`src/shared/accr_pkg.sv`:
```
// Constants shared by the converter configuration register bank.
// Assumes a 16-bit register address space with 8-bit registers.
package accr_pkg;
    localparam int AW = 16;
    localparam int DW = 8;
    // Documented register offsets
    localparam logic [15:0] ADDR_LANE0_EMPH   = 16'h05c4;
    localparam logic [15:0] ADDR_LANE1_EMPH   = 16'h05c6;
    localparam logic [15:0] ADDR_OFFCAL_CTRL  = 16'h0701;
    localparam logic [15:0] ADDR_OFFCAL_LOCAL = 16'h073b;
    localparam logic [15:0] ADDR_DITHER       = 16'h0922;
    localparam logic [15:0] ADDR_PLL_CAL      = 16'h1222;
    localparam logic [15:0] ADDR_LINK_STARTUP = 16'h1228;
    localparam logic [15:0] ADDR_PLL_LOL      = 16'h1262;
    localparam logic [15:0] ADDR_REF_CTRL     = 16'h18a6;
    // Interrupt registers
    localparam logic [15:0] ADDR_IRQ_STATUS   = 16'h1f00;
    localparam logic [15:0] ADDR_IRQ_ENABLE   = 16'h1f01;
    localparam logic [15:0] ADDR_IRQ_CLEAR    = 16'h1f02;
    // Reset values
    localparam logic [7:0] RST_EMPH          = 8'h00;
    localparam logic [7:0] RST_OFFCAL_CTRL   = 8'h06;
    localparam logic [7:0] RST_OFFCAL_LOCAL  = 8'hbf;
    localparam logic [7:0] RST_DITHER        = 8'h70;
    localparam logic [7:0] RST_PLL_CAL       = 8'h00;
    localparam logic [7:0] RST_LINK_STARTUP  = 8'h0f;
    localparam logic [7:0] RST_PLL_LOL       = 8'h00;
    localparam logic [7:0] RST_REF_CTRL      = 8'h00;
    // Command codes
    localparam logic [7:0] DITHER_ON         = 8'h70;
    localparam logic [7:0] DITHER_OFF        = 8'h71;
    localparam logic [7:0] PLL_CAL_START     = 8'h04;
    localparam logic [7:0] PLL_CAL_NORMAL    = 8'h00;
    localparam logic [7:0] STARTUP_NORMAL    = 8'h0f;
    localparam logic [7:0] STARTUP_HOLD      = 8'h4f;
    localparam logic [7:0] LOL_CLEAR         = 8'h08;
    localparam logic [7:0] LOL_NORMAL        = 8'h00;
    localparam logic [7:0] OFFCAL_OFF        = 8'h06;
    localparam logic [7:0] OFFCAL_ON         = 8'h86;
    // Field positions
    localparam int EMPH_EN_BIT   = 7;
    localparam int EMPH_LVL_LSB  = 4;
    localparam int EMPH_LVL_W    = 3;
    localparam int OFFCAL_EN_BIT = 7;
    localparam int REF_EXT_BIT   = 0;
    localparam int REF_RW4_BIT   = 4;
    localparam logic [2:0] EMPH_LVL_MAX = 3'h4;
    // Interrupt event bits
    localparam int IRQ_W         = 4;
    localparam int EV_LOCK_LOSS  = 0;
    localparam int EV_CAL_DONE   = 1;
    localparam int EV_LOL_CLEAR  = 2;
    localparam int EV_BAD_WRITE  = 3;
endpackage

```
`src/shared/accr_bus_if.sv`:
```
// Register write path between the bank and its interrupt unit.
// Assumes one clock domain shared by both ends.
`timescale 1ns/1ns
interface accr_bus_if;
    logic       eventPulse0;
    logic       eventPulse1;
    logic       eventPulse2;
    logic       eventPulse3;
    logic       clrWrite;
    logic       enWrite;
    logic [7:0] wrData;
    logic [3:0] status;
    logic [3:0] enable;
    logic       irq;
    modport bank (output eventPulse0, eventPulse1, eventPulse2, eventPulse3,
                  output clrWrite, enWrite, wrData, input status, enable, irq);
    modport intr (input eventPulse0, eventPulse1, eventPulse2, eventPulse3,
                  input clrWrite, enWrite, wrData, output status, enable, irq);
endinterface

```
`src/design/accr_irq_unit.sv`:
```
// Sticky event status, enable mask and level interrupt.
// Assumes synchronous reset copy from the top and one-cycle event pulses.
`timescale 1ns/1ns
module accr_irq_unit
    import accr_pkg::*;
(
    input  wire logic clk,
    input  wire logic rstN,
    accr_bus_if.intr  bus
);
    logic [IRQ_W-1:0] events;
    assign events = {bus.eventPulse3, bus.eventPulse2, bus.eventPulse1, bus.eventPulse0};

    // Set beats clear so an event in the clear cycle survives
    always_ff @(posedge clk or negedge rstN) begin
        if (!rstN) begin
            bus.status <= '0;
        end else begin
            bus.status <= (bus.status & ~(bus.clrWrite ? bus.wrData[IRQ_W-1:0] : '0)) | events;
        end
    end

    always_ff @(posedge clk or negedge rstN) begin
        if (!rstN) begin
            bus.enable <= '0;
        end else if (bus.enWrite) begin
            bus.enable <= bus.wrData[IRQ_W-1:0];
        end
    end

    always_ff @(posedge clk or negedge rstN) begin
        if (!rstN) begin
            bus.irq <= 1'b0;
        end else begin
            bus.irq <= |(((bus.status & ~(bus.clrWrite ? bus.wrData[IRQ_W-1:0] : '0))
                         | events) & (bus.enWrite ? bus.wrData[IRQ_W-1:0] : bus.enable));
        end
    end
endmodule

```
`src/design/accr_config_regs.sv`:
```
// Configuration register bank: lane emphasis, dither, PLL calibration,
// link start-up reset, loss-of-lock clear, offset calibration, reference.
// Assumes a plain strobe port; read data valid the cycle after the strobe.
`timescale 1ns/1ns
module accr_config_regs
    import accr_pkg::*;
(
    input  wire logic          clk,
    input  wire logic          arst_n,
    input  wire logic [AW-1:0] regAddr,
    input  wire logic [DW-1:0] regWrData,
    input  wire logic          regWrite,
    input  wire logic          regRead,
    output logic      [DW-1:0] regRdData,
    input  wire logic          pllLockLost,
    input  wire logic          pllCalDone,
    output logic               laneEmphEn0,
    output logic [2:0]         laneEmphLvl0,
    output logic               laneEmphEn1,
    output logic [2:0]         laneEmphLvl1,
    output logic               ditherEnable,
    output logic               pllCalRun,
    output logic               linkStartupHold,
    output logic               lockLossFlag,
    output logic               offsetCalEnable,
    output logic               offsetCalLocalOff,
    output logic               refExternal,
    output logic               irq
);
    // ------------------------------------------------------------
    // Reset release
    // ------------------------------------------------------------
    logic rstMeta;
    logic rstN;
    // Two flops so every register leaves reset on the same clean edge
    always_ff @(posedge clk or negedge arst_n) begin
        if (!arst_n) begin
            rstMeta <= 1'b0;
            rstN    <= 1'b0;
        end else begin
            rstMeta <= 1'b1;
            rstN    <= rstMeta;
        end
    end

    // ------------------------------------------------------------
    // Storage
    // ------------------------------------------------------------
    logic [7:0] lane0Emph;
    logic [7:0] lane1Emph;
    logic [7:0] offCalCtrl;
    logic [7:0] offCalLocal;
    logic [7:0] ditherCtrl;
    logic [7:0] pllCal;
    logic [7:0] linkStartup;
    logic [7:0] pllLol;
    logic [7:0] refCtrl;
    logic       lockLost;

    function automatic logic hit(input logic [AW-1:0] a);
        return regWrite && (regAddr == a);
    endfunction

    accr_bus_if ib ();

    // Lane emphasis: low nibble reserved, read-only zero
    always_ff @(posedge clk or negedge rstN) begin
        if (!rstN) begin
            lane0Emph <= RST_EMPH;
            lane1Emph <= RST_EMPH;
        end else begin
            if (hit(ADDR_LANE0_EMPH)) begin
                lane0Emph <= {regWrData[7:4], 4'h0};
            end
            if (hit(ADDR_LANE1_EMPH)) begin
                lane1Emph <= {regWrData[7:4], 4'h0};
            end
        end
    end

    // Offset calibration main and local enables
    always_ff @(posedge clk or negedge rstN) begin
        if (!rstN) begin
            offCalCtrl  <= RST_OFFCAL_CTRL;
            offCalLocal <= RST_OFFCAL_LOCAL;
        end else begin
            if (hit(ADDR_OFFCAL_CTRL)) begin
                offCalCtrl <= regWrData;
            end
            // Only bit 7 writable; low bits read back fixed pattern
            if (hit(ADDR_OFFCAL_LOCAL)) begin
                offCalLocal <= {regWrData[7], RST_OFFCAL_LOCAL[6:0]};
            end
        end
    end

    // ------------------------------------------------------------
    // Command registers
    // ------------------------------------------------------------
    // Whole byte stored, unlisted codes included, so software reads back what it wrote
    always_ff @(posedge clk or negedge rstN) begin
        if (!rstN) begin
            ditherCtrl <= RST_DITHER;
        end else if (hit(ADDR_DITHER)) begin
            ditherCtrl <= regWrData;
        end
    end

    always_ff @(posedge clk or negedge rstN) begin
        if (!rstN) begin
            pllCal <= RST_PLL_CAL;
        end else if (hit(ADDR_PLL_CAL)) begin
            pllCal <= regWrData;
        end
    end

    always_ff @(posedge clk or negedge rstN) begin
        if (!rstN) begin
            linkStartup <= RST_LINK_STARTUP;
        end else if (hit(ADDR_LINK_STARTUP)) begin
            linkStartup <= regWrData;
        end
    end

    always_ff @(posedge clk or negedge rstN) begin
        if (!rstN) begin
            pllLol <= RST_PLL_LOL;
        end else if (hit(ADDR_PLL_LOL)) begin
            pllLol <= regWrData;
        end
    end

    // Bit 4 is a plain storage bit, bit 0 selects the external reference, the others reserved zero
    always_ff @(posedge clk or negedge rstN) begin
        if (!rstN) begin
            refCtrl <= RST_REF_CTRL;
        end else if (hit(ADDR_REF_CTRL)) begin
            refCtrl <= {3'h0, regWrData[REF_RW4_BIT], 3'h0, regWrData[REF_EXT_BIT]};
        end
    end

    // ------------------------------------------------------------
    // Loss-of-lock record
    // ------------------------------------------------------------
    // A new loss in the clear cycle wins so it is never missed
    logic lolClearWr;
    always_comb begin
        lolClearWr = hit(ADDR_PLL_LOL) && (regWrData == LOL_CLEAR);
    end
    always_ff @(posedge clk or negedge rstN) begin
        if (!rstN) begin
            lockLost <= 1'b0;
        end else if (pllLockLost) begin
            lockLost <= 1'b1;
        end else if (lolClearWr) begin
            lockLost <= 1'b0;
        end
    end

    // Unrecognised command codes flag an event; value is still stored
    logic badWrite;
    always_comb begin
        badWrite = 1'b0;
        if (regWrite) begin
            unique case (regAddr)
                ADDR_DITHER:
                    badWrite = regWrData != DITHER_ON && regWrData != DITHER_OFF;
                ADDR_PLL_CAL:
                    badWrite = regWrData != PLL_CAL_START && regWrData != PLL_CAL_NORMAL;
                ADDR_LINK_STARTUP:
                    badWrite = regWrData != STARTUP_NORMAL && regWrData != STARTUP_HOLD;
                ADDR_PLL_LOL:
                    badWrite = regWrData != LOL_CLEAR && regWrData != LOL_NORMAL;
                ADDR_OFFCAL_CTRL:
                    badWrite = regWrData != OFFCAL_OFF && regWrData != OFFCAL_ON;
                ADDR_LANE0_EMPH, ADDR_LANE1_EMPH:
                    badWrite = regWrData[6:4] > EMPH_LVL_MAX;
                default:
                    badWrite = 1'b0;
            endcase
        end
    end

    // ------------------------------------------------------------
    // Interrupts
    // ------------------------------------------------------------
    assign ib.eventPulse0 = pllLockLost;
    assign ib.eventPulse1 = pllCalDone;
    assign ib.eventPulse2 = lolClearWr;
    assign ib.eventPulse3 = badWrite;
    // A process, not an assign, so the strobe and address read inside hit are tracked
    always_comb begin
        ib.clrWrite = hit(ADDR_IRQ_CLEAR);
        ib.enWrite  = hit(ADDR_IRQ_ENABLE);
    end
    assign ib.wrData      = regWrData;

    accr_irq_unit u_irq (
        .clk  (clk),
        .rstN (rstN),
        .bus  (ib)
    );

    // ------------------------------------------------------------
    // Read port
    // ------------------------------------------------------------
    // Read data only in the slot after the strobe, zero otherwise
    logic [DW-1:0] next_rdData;
    always_comb begin
        next_rdData = '0;
        if (regRead) begin
            unique case (regAddr)
                ADDR_LANE0_EMPH:   next_rdData = lane0Emph;
                ADDR_LANE1_EMPH:   next_rdData = lane1Emph;
                ADDR_OFFCAL_CTRL:  next_rdData = offCalCtrl;
                ADDR_OFFCAL_LOCAL: next_rdData = offCalLocal;
                ADDR_DITHER:       next_rdData = ditherCtrl;
                ADDR_PLL_CAL:      next_rdData = pllCal;
                ADDR_LINK_STARTUP: next_rdData = linkStartup;
                ADDR_PLL_LOL:      next_rdData = pllLol;
                ADDR_REF_CTRL:     next_rdData = refCtrl;
                ADDR_IRQ_STATUS:   next_rdData = {4'h0, ib.status};
                ADDR_IRQ_ENABLE:   next_rdData = {4'h0, ib.enable};
                default:           next_rdData = '0;
            endcase
        end
    end

    always_ff @(posedge clk or negedge rstN) begin
        if (!rstN) begin
            regRdData <= '0;
        end else begin
            regRdData <= next_rdData;
        end
    end

    // ------------------------------------------------------------
    // Control outputs, all registered
    // ------------------------------------------------------------
    // Outputs follow the stored values one cycle later
    always_ff @(posedge clk or negedge rstN) begin
        if (!rstN) begin
            laneEmphEn0  <= 1'b0;
            laneEmphLvl0 <= 3'h0;
        end else begin
            laneEmphEn0  <= lane0Emph[EMPH_EN_BIT];
            laneEmphLvl0 <= lane0Emph[EMPH_LVL_LSB +: EMPH_LVL_W];
        end
    end

    always_ff @(posedge clk or negedge rstN) begin
        if (!rstN) begin
            laneEmphEn1  <= 1'b0;
            laneEmphLvl1 <= 3'h0;
        end else begin
            laneEmphEn1  <= lane1Emph[EMPH_EN_BIT];
            laneEmphLvl1 <= lane1Emph[EMPH_LVL_LSB +: EMPH_LVL_W];
        end
    end

    // Any byte but the off code keeps dither on, matching its reset state
    always_ff @(posedge clk or negedge rstN) begin
        if (!rstN) begin
            ditherEnable <= 1'b1;
        end else begin
            ditherEnable <= ditherCtrl != DITHER_OFF;
        end
    end

    // Only the start code runs calibration; anything else is normal
    always_ff @(posedge clk or negedge rstN) begin
        if (!rstN) begin
            pllCalRun <= 1'b0;
        end else begin
            pllCalRun <= pllCal == PLL_CAL_START;
        end
    end

    always_ff @(posedge clk or negedge rstN) begin
        if (!rstN) begin
            linkStartupHold <= 1'b0;
        end else begin
            linkStartupHold <= linkStartup == STARTUP_HOLD;
        end
    end

    // Flag lags the record by one cycle like every other control output
    always_ff @(posedge clk or negedge rstN) begin
        if (!rstN) begin
            lockLossFlag <= 1'b0;
        end else begin
            lockLossFlag <= lockLost;
        end
    end

    // Local enable is passed raw; keeping it inverse is left to software
    always_ff @(posedge clk or negedge rstN) begin
        if (!rstN) begin
            offsetCalEnable   <= 1'b0;
            offsetCalLocalOff <= 1'b1;
        end else begin
            offsetCalEnable   <= offCalCtrl[OFFCAL_EN_BIT];
            offsetCalLocalOff <= offCalLocal[OFFCAL_EN_BIT];
        end
    end

    always_ff @(posedge clk or negedge rstN) begin
        if (!rstN) begin
            refExternal <= 1'b0;
        end else begin
            refExternal <= refCtrl[REF_EXT_BIT];
        end
    end

    // Second flop keeps the pin registered; it trails the status by a cycle
    always_ff @(posedge clk or negedge rstN) begin
        if (!rstN) begin
            irq <= 1'b0;
        end else begin
            irq <= ib.irq;
        end
    end
endmodule

```
`config.mk`:
```
export PLATFORM = sky130hd
export DESIGN_NAME = accr_config_regs
export DESIGN_NICKNAME = d
export VERILOG_FILES = /design/src/shared/accr_pkg.sv /design/src/shared/accr_bus_if.sv /design/src/design/accr_irq_unit.sv /design/src/design/accr_config_regs.sv
export SDC_FILE = /design/constraint.sdc
export NUM_CORES = 1
export LEC_CHECK = 0
export ABC_CLOCK_PERIOD_IN_PS = 5600
export BUFFER_PORTS_ARGS = -buffer_cell sky130_fd_sc_hd__buf_4
export CAP_MARGIN = 10
export CORE_UTILIZATION = 62
export CTS_CLUSTER_SIZE = 12
export DETAILED_ROUTE_END_ITERATION = 8
export PLACE_DENSITY = 0.81
export SKIP_LAST_GASP = 1
export SLEW_MARGIN = 25
export SYNTH_ARGS = -nofsm -noshare
export SYNTH_HDL_FRONTEND = slang
export SYNTH_HIERARCHICAL = 1
export SYNTH_SLANG_ARGS = --single-unit
```
`constraint.sdc`:
```
create_clock -name clk -period 5.6 [get_ports clk]
set_clock_uncertainty 0.15 [all_clocks]
set_input_delay 0.28 -clock clk [delete_from_list [all_inputs] [get_ports clk]]
set_output_delay 0.28 -clock clk [all_outputs]
set_load 0.02 [all_outputs]
```
==> results of run 1 <==
per-stage QoR:
stage / std cells / power, mW
after floorplan: 310 / 0.6735
after global placement: 427 / 0.7065
after detailed placement: 427 / 0.7077
after CTS: 446 / 1.191
after global routing: 447 / 1.225
final: 447 / 1.192
layout make-up:
class	instances	area [um^2]
fillers	392	1369
clock inverters	4	78.83
flip-flops and latches	87	2196
multi-input cells	209	1750
inverters	2	7.507
repair buffers	58	455.4
well taps	75	93.84
clock buffers	12	145.1
metal layers:
layer | global-route usage (%) | vias to the layer above | wire [um]
li1 | - | 1311 | -
met1 | 43.99 | 1487 | 4275
met2 | 47.85 | 166 | 4509
met3 | 7.253 | 26 | 839
met4 | 11.21 | 0 | 246
met5 | 0 | - | 0
timing repair:
action / 4_1_cts / 5_1_grt
hold buffers: 3 / 0
endpoints found under the setup margin: 0 / 0
endpoints found under the hold margin: 5 / 0
how the worst max path moves through the flow:
stage	endpoint	slack, ns	depth (start not counted)
2_1_floorplan	ditherCtrl[0]$_DFFE_PN0P_	2.87	0
3_3_place_gp	u_irq/bus.irq$_DFF_PN0_	3.03	8
4_1_cts	u_irq/bus.irq$_DFF_PN0_	3.34	8
6_report	u_irq/bus.irq$_DFF_PN0_	3.29	8
3_5_place_dp	u_irq/bus.irq$_DFF_PN0_	2.98	8
5_1_grt	u_irq/bus.irq$_DFF_PN0_	3.17	8
flip-flops by register name (all words and copies together), names as in the netlist, 2 cells and up:
| signal | flops |
|---|---|
| linkStartup | 8 |
| pllCal | 8 |
| refCtrl | 2 |
| ditherCtrl | 8 |
| lane1Emph | 4 |
| laneEmphLvl0 | 3 |
| regRdData | 8 |
| offCalCtrl | 8 |
| lane0Emph | 4 |
| laneEmphLvl1 | 3 |
| u_irq/bus.enable | 4 |
| pllLol | 8 |
| u_irq/bus.status | 4 |
power by group through the flow:
stage                     clock, mW  combinational, mW  sequential, mW
final                         0.492             0.0645           0.635
after global routing          0.519             0.0691           0.637
after CTS                     0.494             0.0561           0.641
after floorplan                   0             0.0234           0.650
after detailed placement          0             0.0543           0.653
after global placement            0             0.0537           0.653
worst reg2reg max path, delay by kind of cell (launching register included):
kind | cells | cell delay [ns]
flip-flops | 1 | 0.40
AO/OA/AOI/OAI | 3 | 0.75
placed cells by master (no fill, tap or decap), types with 2 or more instances in the layout:
cell type,Yosys,layout
a22o_1,4,4
nor4_1,4,4
nor2_1,13,13
nand3_1,5,5
mux2_2,47,47
dlygate4sd3_1,0,3
nor2_2,2,2
nand2_1,7,7
mux2i_1,5,5
nor2b_1,8,8
nor3_1,13,13
dfrtp_1,75,74
o21ai_2,3,3
nor4b_1,3,3
a221oi_1,8,8
dfstp_2,12,12
inv_1,2,2
buf_4,0,54
a21boi_1,3,3
a31oi_1,4,4
and3_1,3,3
bufinv_16,0,2
mux2_4,8,8
nand2_2,2,2
a41oi_1,3,3
and4_1,2,2
a21oi_1,5,5
or3_1,2,2
nand4b_1,4,4
clkbuf_8,0,10
nand4_1,8,8
nand2b_1,2,2
or2_1,4,4
a222oi_1,3,3
nor4b_4,2,2
clkbuf_1,7,2
a22oi_1,8,8
cell families (layout without fill, tap and decap cells):
kind of cell	count (synthesis)	after routing	share of synthesized area [%]
AOI/OAI and AO/OA	51	51	10.06
buffers and inverters	14	76	1.899
DFF	87	87	54.55
muxes	60	60	17.40
other	1	1	0.09331
and+or+nand+nor	97	97	16.00
==> results.py, run 1 <==
metrics = {
    "power_and_ir_drop": {
        "swShare_pct": 22.69,
        "power_switching_mw": 0.2703,
        "p_int_mw": 0.9212,
        "p_per_area_nw_per_um2": 252.1,
        "seqPwrFrac_pct": 53.3,
        "pwr-share-clk_pct": 41.3,
        "power.leakage_nw": 2.171,
        "power_frac_comb_pct": 5.4,
        "ir_worst_vdd_mv": 0.3073,
    },
    "routing": {
        "drc_errors": 0,
        "drt_first_pass_iters": 5,
        "wl_mm": 9.870,
        "wl_per_cell_um": 22.08,
        "drtAntennaViolNets": 0,
        "drtIter0Drc": 329,
        "vias": 2990,
        "routed_via_density": 6.689,
    },
    "floorplanning": {
        "fp.coreArea_um2": 6096,
        "start_util_pct": 65.93,
        "dieArea_um2": 6808,
        "rows": 28,
        "pin_count": 54,
        "fp.dieW_um": 82.51,
        "fp.dieH_um": 82.51,
    },
    "timing": {
        "grt_setup_unrepaired": "false",
        "hold_viol": 0,
        "fmax_mhz": 433.6,
        "hold_ws_ns": 0.08674,
        "finalSetupViolations": 0,
        "worstMarginPinSlew_ns": 0.8790,
        "finalMaxSlewViolations": 0,
        "slew_headroom_pct": 40.76,
        "tns_ns": 0,
        "layout_min_cycle_time_ns": 2.306,
        "setup_ws_ns": 3.294,
        "post-route-period-util_pct": 41.19,
    },
    "global_routing": {
        "grt_usage_pct": 31.34,
        "grt_max_degree": 86,
        "grt-ovfl-total": 0,
        "grt_first_pass_wirelength_mm": 15.04,
        "grt_pass1_vias": 2894,
        "grt_antenna_before_repair": 0,
    },
    "layout": {
        "design_area_um2": 4727,
        "utilization_pct": 77.55,
        "fin_nets": 397,
        "diodes": 0,
        "area_growth_pct": 17.62,
        "drive_gt1_share_pct": 41.40,
    },
    "synth": {
        "synth_edf_count": 0,
        "synth_area_leaders": "dfrtp_1 (47%), mux2_2 (13%), dfstp_2 (7.8%)",
        "yosys_warnings": 6,
        "synthFlopType": "dfrtp_1",
        "async_flop_share_pct": 100.0,
        "synth_most_common_cell": "dfrtp_1",
        "synth_area_leader_cell": "dfrtp_1",
        "netlist_instances": 310,
        "synth_nets": 340,
        "ys_seq_elements": 87,
        "synth_cell_types": 60,
        "post-synth-top-area-fraction_pct": 46.70,
        "yosys-top-cells-count": "dfrtp_1 (75), mux2_2 (47), nor2_1 (13), nor3_1 (13), dfstp_2 (12)",
        "avgSynthCellArea_um2": 12.96,
        "synth.cell_area_um2": 4019,
        "yosysSeqAreaShare_pct": 54.55,
    },
    "worst_setup_path": {
        "crit_arrival_ns": 2.46,
        "max_stage_delay_ns": 0.54,
        "r2r_end": "regRdData[0]$_DFF_PN0_",
        "crit_family": "simple AND/OR/NAND/NOR gates",
        "path_cells": "buf_4 -> nor4b_4 -> nand4_1 -> nor4_4 -> nand2_2 -> o221ai_1 -> o21ai_1 -> nand4_1",
        "cp_num_buf_inv": 1,
        "crit_path_end_kind": "flop",
        "start_kind": "input port",
        "crit_start": "regAddr[13]",
        "critPathMostFrequentCell": "nand4_1",
        "worstPathRequired_ns": 5.75,
        "rrSetupSlack_ns": 4.14,
        "crit_fanout": 9,
        "path_class": "input port to flop",
        "crit_slowest_cell": "nor4_4",
        "reg2reg_from": "u_irq/bus.enable[0]$_DFF_PN0_",
        "reg2regPathDepth": 3,
    },
    "clock_network": {
        "root_buffer": "clkbuf_8",
        "cts.repair.resized": 0,
        "clock_latency_ns": 0.36,
        "htreeDepth": 3,
        "cts_sinks": 87,
        "clockBufferDepth": 2,
        "cts_tree": "yes",
        "clk_pin_slew_ns": 0.09,
        "cts_buffers": 9,
        "postCtsSetupBuffers": 0,
    },
    "place": {
        "dp_slack_ns": 2.976,
        "place_hpwl_mm": 6.723,
        "place.gp.congestion": 0.9367,
        "placed_area_um2": 4453,
        "portBuffers": 53,
    },
    "hold_path": {
        "hold_path.class": "input port to async pin",
    },
    "run": {
        "drv_cap": 0,
    },
    "status": {
        "outcome": "finished, final reports clean",
    },
}
Note: power is estimated with default switching activity, not from simulation.
==> run 2: changes to the inputs <==
--- a/config.mk
+++ b/config.mk
@@ -5,13 +5,14 @@
 export SDC_FILE = /design/constraint.sdc
 export NUM_CORES = 1
 export LEC_CHECK = 0
-export ABC_CLOCK_PERIOD_IN_PS = 5600
+export ABC_AREA = 1
+export ABC_CLOCK_PERIOD_IN_PS = 1890
 export BUFFER_PORTS_ARGS = -buffer_cell sky130_fd_sc_hd__buf_4
 export CAP_MARGIN = 10
-export CORE_UTILIZATION = 62
+export CORE_UTILIZATION = 53
 export CTS_CLUSTER_SIZE = 12
 export DETAILED_ROUTE_END_ITERATION = 8
-export PLACE_DENSITY = 0.81
+export PLACE_DENSITY = 0.73
 export SKIP_LAST_GASP = 1
 export SLEW_MARGIN = 25
 export SYNTH_ARGS = -nofsm -noshare
==> constraint.sdc (replaced) <==
create_clock -name clk -period 1.89 [get_ports clk]
set_clock_uncertainty 0.15 [all_clocks]
set_input_delay 0.0945 -clock clk [delete_from_list [all_inputs] [get_ports clk]]
set_output_delay 0.0945 -clock clk [all_outputs]
set_load 0.02 [all_outputs]
==> run 2 against run 1 <==
Synthesized cell count rose by 75%. Cell area increased by 18%. Critical path type unchanged. Via count is 33% higher. Clock-buffer cell count shrank 3. Critical path depth is 7 higher. Combinational power grew to 4.1 times the previous value. Critical endpoint unchanged.
==> results.py, run 2 <==
metrics = {
    "power_and_ir_drop": {
        "power.leakage_nw": 2.912,
        "totalPowerFinal_mw": 3.619,
        "power_frac_comb_pct": 7.3,
        "ir_worst_vdd_mv": 0.4350,
        "seqPwrFrac_pct": 51.8,
        "power_switching_mw": 0.8923,
        "p_int_mw": 2.727,
        "p_per_area_nw_per_um2": 650.3,
        "swShare_pct": 24.65,
        "pwr-share-clk_pct": 40.8,
    },
    "worst_setup_path": {
        "crit_arrival_ns": 1.93,
        "crit_fanout": 6,
        "crit_path_end_kind": "flop",
        "critPathMostFrequentCell": "nand2_1",
        "worstPathRequired_ns": 2.00,
        "path_class": "input port to flop",
        "start_kind": "input port",
        "path_cells": "dlygate4sd3_1 -> buf_4 -> clkinvlp_4 -> nor3_2 -> nand3_1 -> nand3_1 -> nand3_1 -> nor2_1 -> a21oi_1 -> inv_1 -> nand2_1 -> nand2_1 -> nand2_1 -> inv_1 -> nand2_1",
        "max_stage_delay_ns": 0.52,
        "crit_slowest_cell": "dlygate4sd3_1",
    },
    "layout": {
        "final_common_cell": "nand2_1",
        "drive_gt1_share_pct": 26.92,
        "area_growth_pct": 25.12,
        "fin_cells": 755,
        "layout_common_cells": "nand2_1 (166), buf_4 (75), dfrtp_1 (74)",
        "fin_nets": 675,
        "diodes": 0,
    },
    "clock_network": {
        "clockBufferDepth": 2,
        "root_buffer": "clkbuf_8",
        "clock_latency_ns": 0.36,
        "cts_tree": "yes",
        "cts_sinks": 87,
        "clk_pin_slew_ns": 0.09,
        "htreeDepth": 3,
        "cts_buffers": 9,
    },
    "run": {
        "drv_cap": 0,
    },
    "place": {
        "portBuffers": 53,
        "place.gp.congestion": 0.9243,
        "placed_cells": 707,
        "place_hpwl_mm": 8.222,
    },
    "floorplanning": {
        "dieArea_um2": 8763,
        "rows": 33,
        "fp.coreArea_um2": 8175,
        "fp.dieW_um": 93.61,
        "start_util_pct": 54.41,
        "fp.dieH_um": 93.61,
        "pin_count": 54,
    },
    "synth": {
        "synth_cell_types": 31,
        "synth_area_leader_cell": "dfrtp_1",
        "synth.cell_area_um2": 4448,
        "synth_area_leaders": "dfrtp_1 (42%), nand2_1 (14%), dfstp_2 (7.1%)",
        "post-synth-top-area-fraction_pct": 42.19,
        "synth_most_common_cell": "nand2_1",
        "synth_nets": 574,
        "synth_edf_count": 0,
        "avgSynthCellArea_um2": 8.176,
        "yosys-top-cells-count": "nand2_1 (166), dfrtp_1 (75), nor2_1 (58)",
        "synthFlopType": "dfrtp_1",
        "netlist_instances": 544,
        "async_flop_share_pct": 100.0,
        "yosysSeqAreaShare_pct": 49.28,
        "yosys_warnings": 6,
        "ys_seq_elements": 87,
    },
    "routing": {
        "drc_errors": 0,
        "vias": 3978,
        "drtIter0Drc": 389,
        "wl_per_cell_um": 15.39,
        "drtAntennaViolNets": 0,
        "wl_mm": 11.62,
        "drt_first_pass_iters": 5,
        "routed_via_density": 5.269,
    },
    "timing": {
        "layout_min_cycle_time_ns": 1.817,
        "finalMaxSlewViolations": 0,
        "post-route-period-util_pct": 96.12,
        "finalSetupViolations": 0,
        "hold_viol": 0,
        "fmax_mhz": 550.5,
    },
    "global_routing": {
        "grt_pass1_vias": 3732,
        "grt_max_degree": 39,
        "grt-ovfl-total": 0,
        "grt_first_pass_wirelength_mm": 18.17,
        "grt_usage_pct": 28.03,
        "grt_antenna_before_repair": 0,
    },
    "hold_path": {
        "hold_path.class": "input port to flop",
    },
    "status": {
        "outcome": "finished, final reports clean",
    },
}
## run 2: changes by cell type after synthesis, moves of 12 or more
cell     before  now
nor2_1       13   58
nand2_1       7  166
mux2_2       47    2
inv_1         2   57
o21ai_0       1   17
o21a_1        0   15
nand2_2       2   14
nand3_1       5   47
## run 2: area by class of cell
cell class / count / area, um^2
Clock buffer: 9 / 123.9
Fill cell: 675 / 2610
Timing Repair Buffer: 98 / 803.3
Inverter: 65 / 254.0
Multi-Input combinational cell: 384 / 1954
Tap cell: 105 / 131.4
Clock inverter: 7 / 102.6
Sequential cell: 87 / 2196
## run 2: final timing paths
path,end,slack [ns],startpoint,depth (start not counted)
setup / recovery,u_irq/bus.irq$_DFF_PN0_,0.07,regWrData[2],15
hold / removal,ditherCtrl[0]$_DFFE_PN0P_,0.04,regWrData[0],4
setup reg to reg,u_irq/bus.status[1]$_DFF_PN0_,0.51,u_irq/bus.status[1]$_DFF_PN0_,3
hold reg to reg,pllCal[5]$_DFFE_PN0P_,0.08,rstN$_DFF_PN0_,0
max in group asynchronous,offCalCtrl[2]$_DFFE_PN1P_,0.93,rstN$_DFF_PN0_,1
min in group asynchronous,pllCal[5]$_DFFE_PN0P_,0.08,rstN$_DFF_PN0_,0
## run 2: timing repair
item | 4_1_cts | 5_1_grt
gates resized for setup | 0 | 8
endpoints found under the hold margin | 44 | 0
setup endpoints to repair | 0 | 5
setup buffers | 0 | 10
hold buffers | 22 | 0
## run 2: layer usage
layer | vias to the layer above | share of wire (%) | GRT usage (%) | wire length [um]
met5 | - | 0 | 0 | 0
met4 | 0 | 3.0 | 13.46 | 344
met3 | 36 | 7.5 | 5.935 | 870
met2 | 178 | 47 | 43.63 | 5447
met1 | 1852 | 43 | 37.31 | 4956
li1 | 1912 | - | - | -
## run 2: power by group through the flow
stage / Clock, mW / Combinational (mW) / Sequential [mW]
2_1_floorplan: 0 / 0.0747 / 1.93
3_3_place_gp: 0 / 0.214 / 1.91
3_5_place_dp: 0 / 0.219 / 1.91
4_1_cts: 1.51 / 0.250 / 1.88
5_1_grt: 1.59 / 0.286 / 1.88
6_report: 1.48 / 0.266 / 1.88
## run 2: worst max-delay path, delay by kind of cell
family / cells / cell delay (ns)
AO/OA/AOI/OAI: 1 / 0.07
AND/OR/NAND/NOR: 9 / 0.82
buffers and inverters: 5 / 0.94
## run 2: logic make-up (layout without fill, tap and decap cells)
logic type / after synthesis / after routing / share of synthesized area, %
muxes: 2 / 2 / 0.5063
other: 1 / 1 / 0.08431
DFF: 87 / 87 / 49.28
and+or+nand+nor: 324 / 324 / 34.32
AOI/OAI and AO/OA: 57 / 57 / 8.636
buffers and inverters: 73 / 179 / 7.173
## run 2: stage by stage
step           instance area, um^2    TNS [ns]  worst slack [ns]  util, %  hold WS (ns)
2_1_floorplan                 4449           0            0.2820        -       -0.3511
3_3_place_gp                  5016           0            0.1711    61.36       -0.2729
3_5_place_dp                  5016           0            0.1155    61.36       -0.2714
4_1_cts                       5463           0           0.03044    66.82      0.006896
5_1_grt                       5565  -0.0005300        -0.0005300    68.07       0.02201
6_report                      5565           0           0.07336    68.07       0.03740
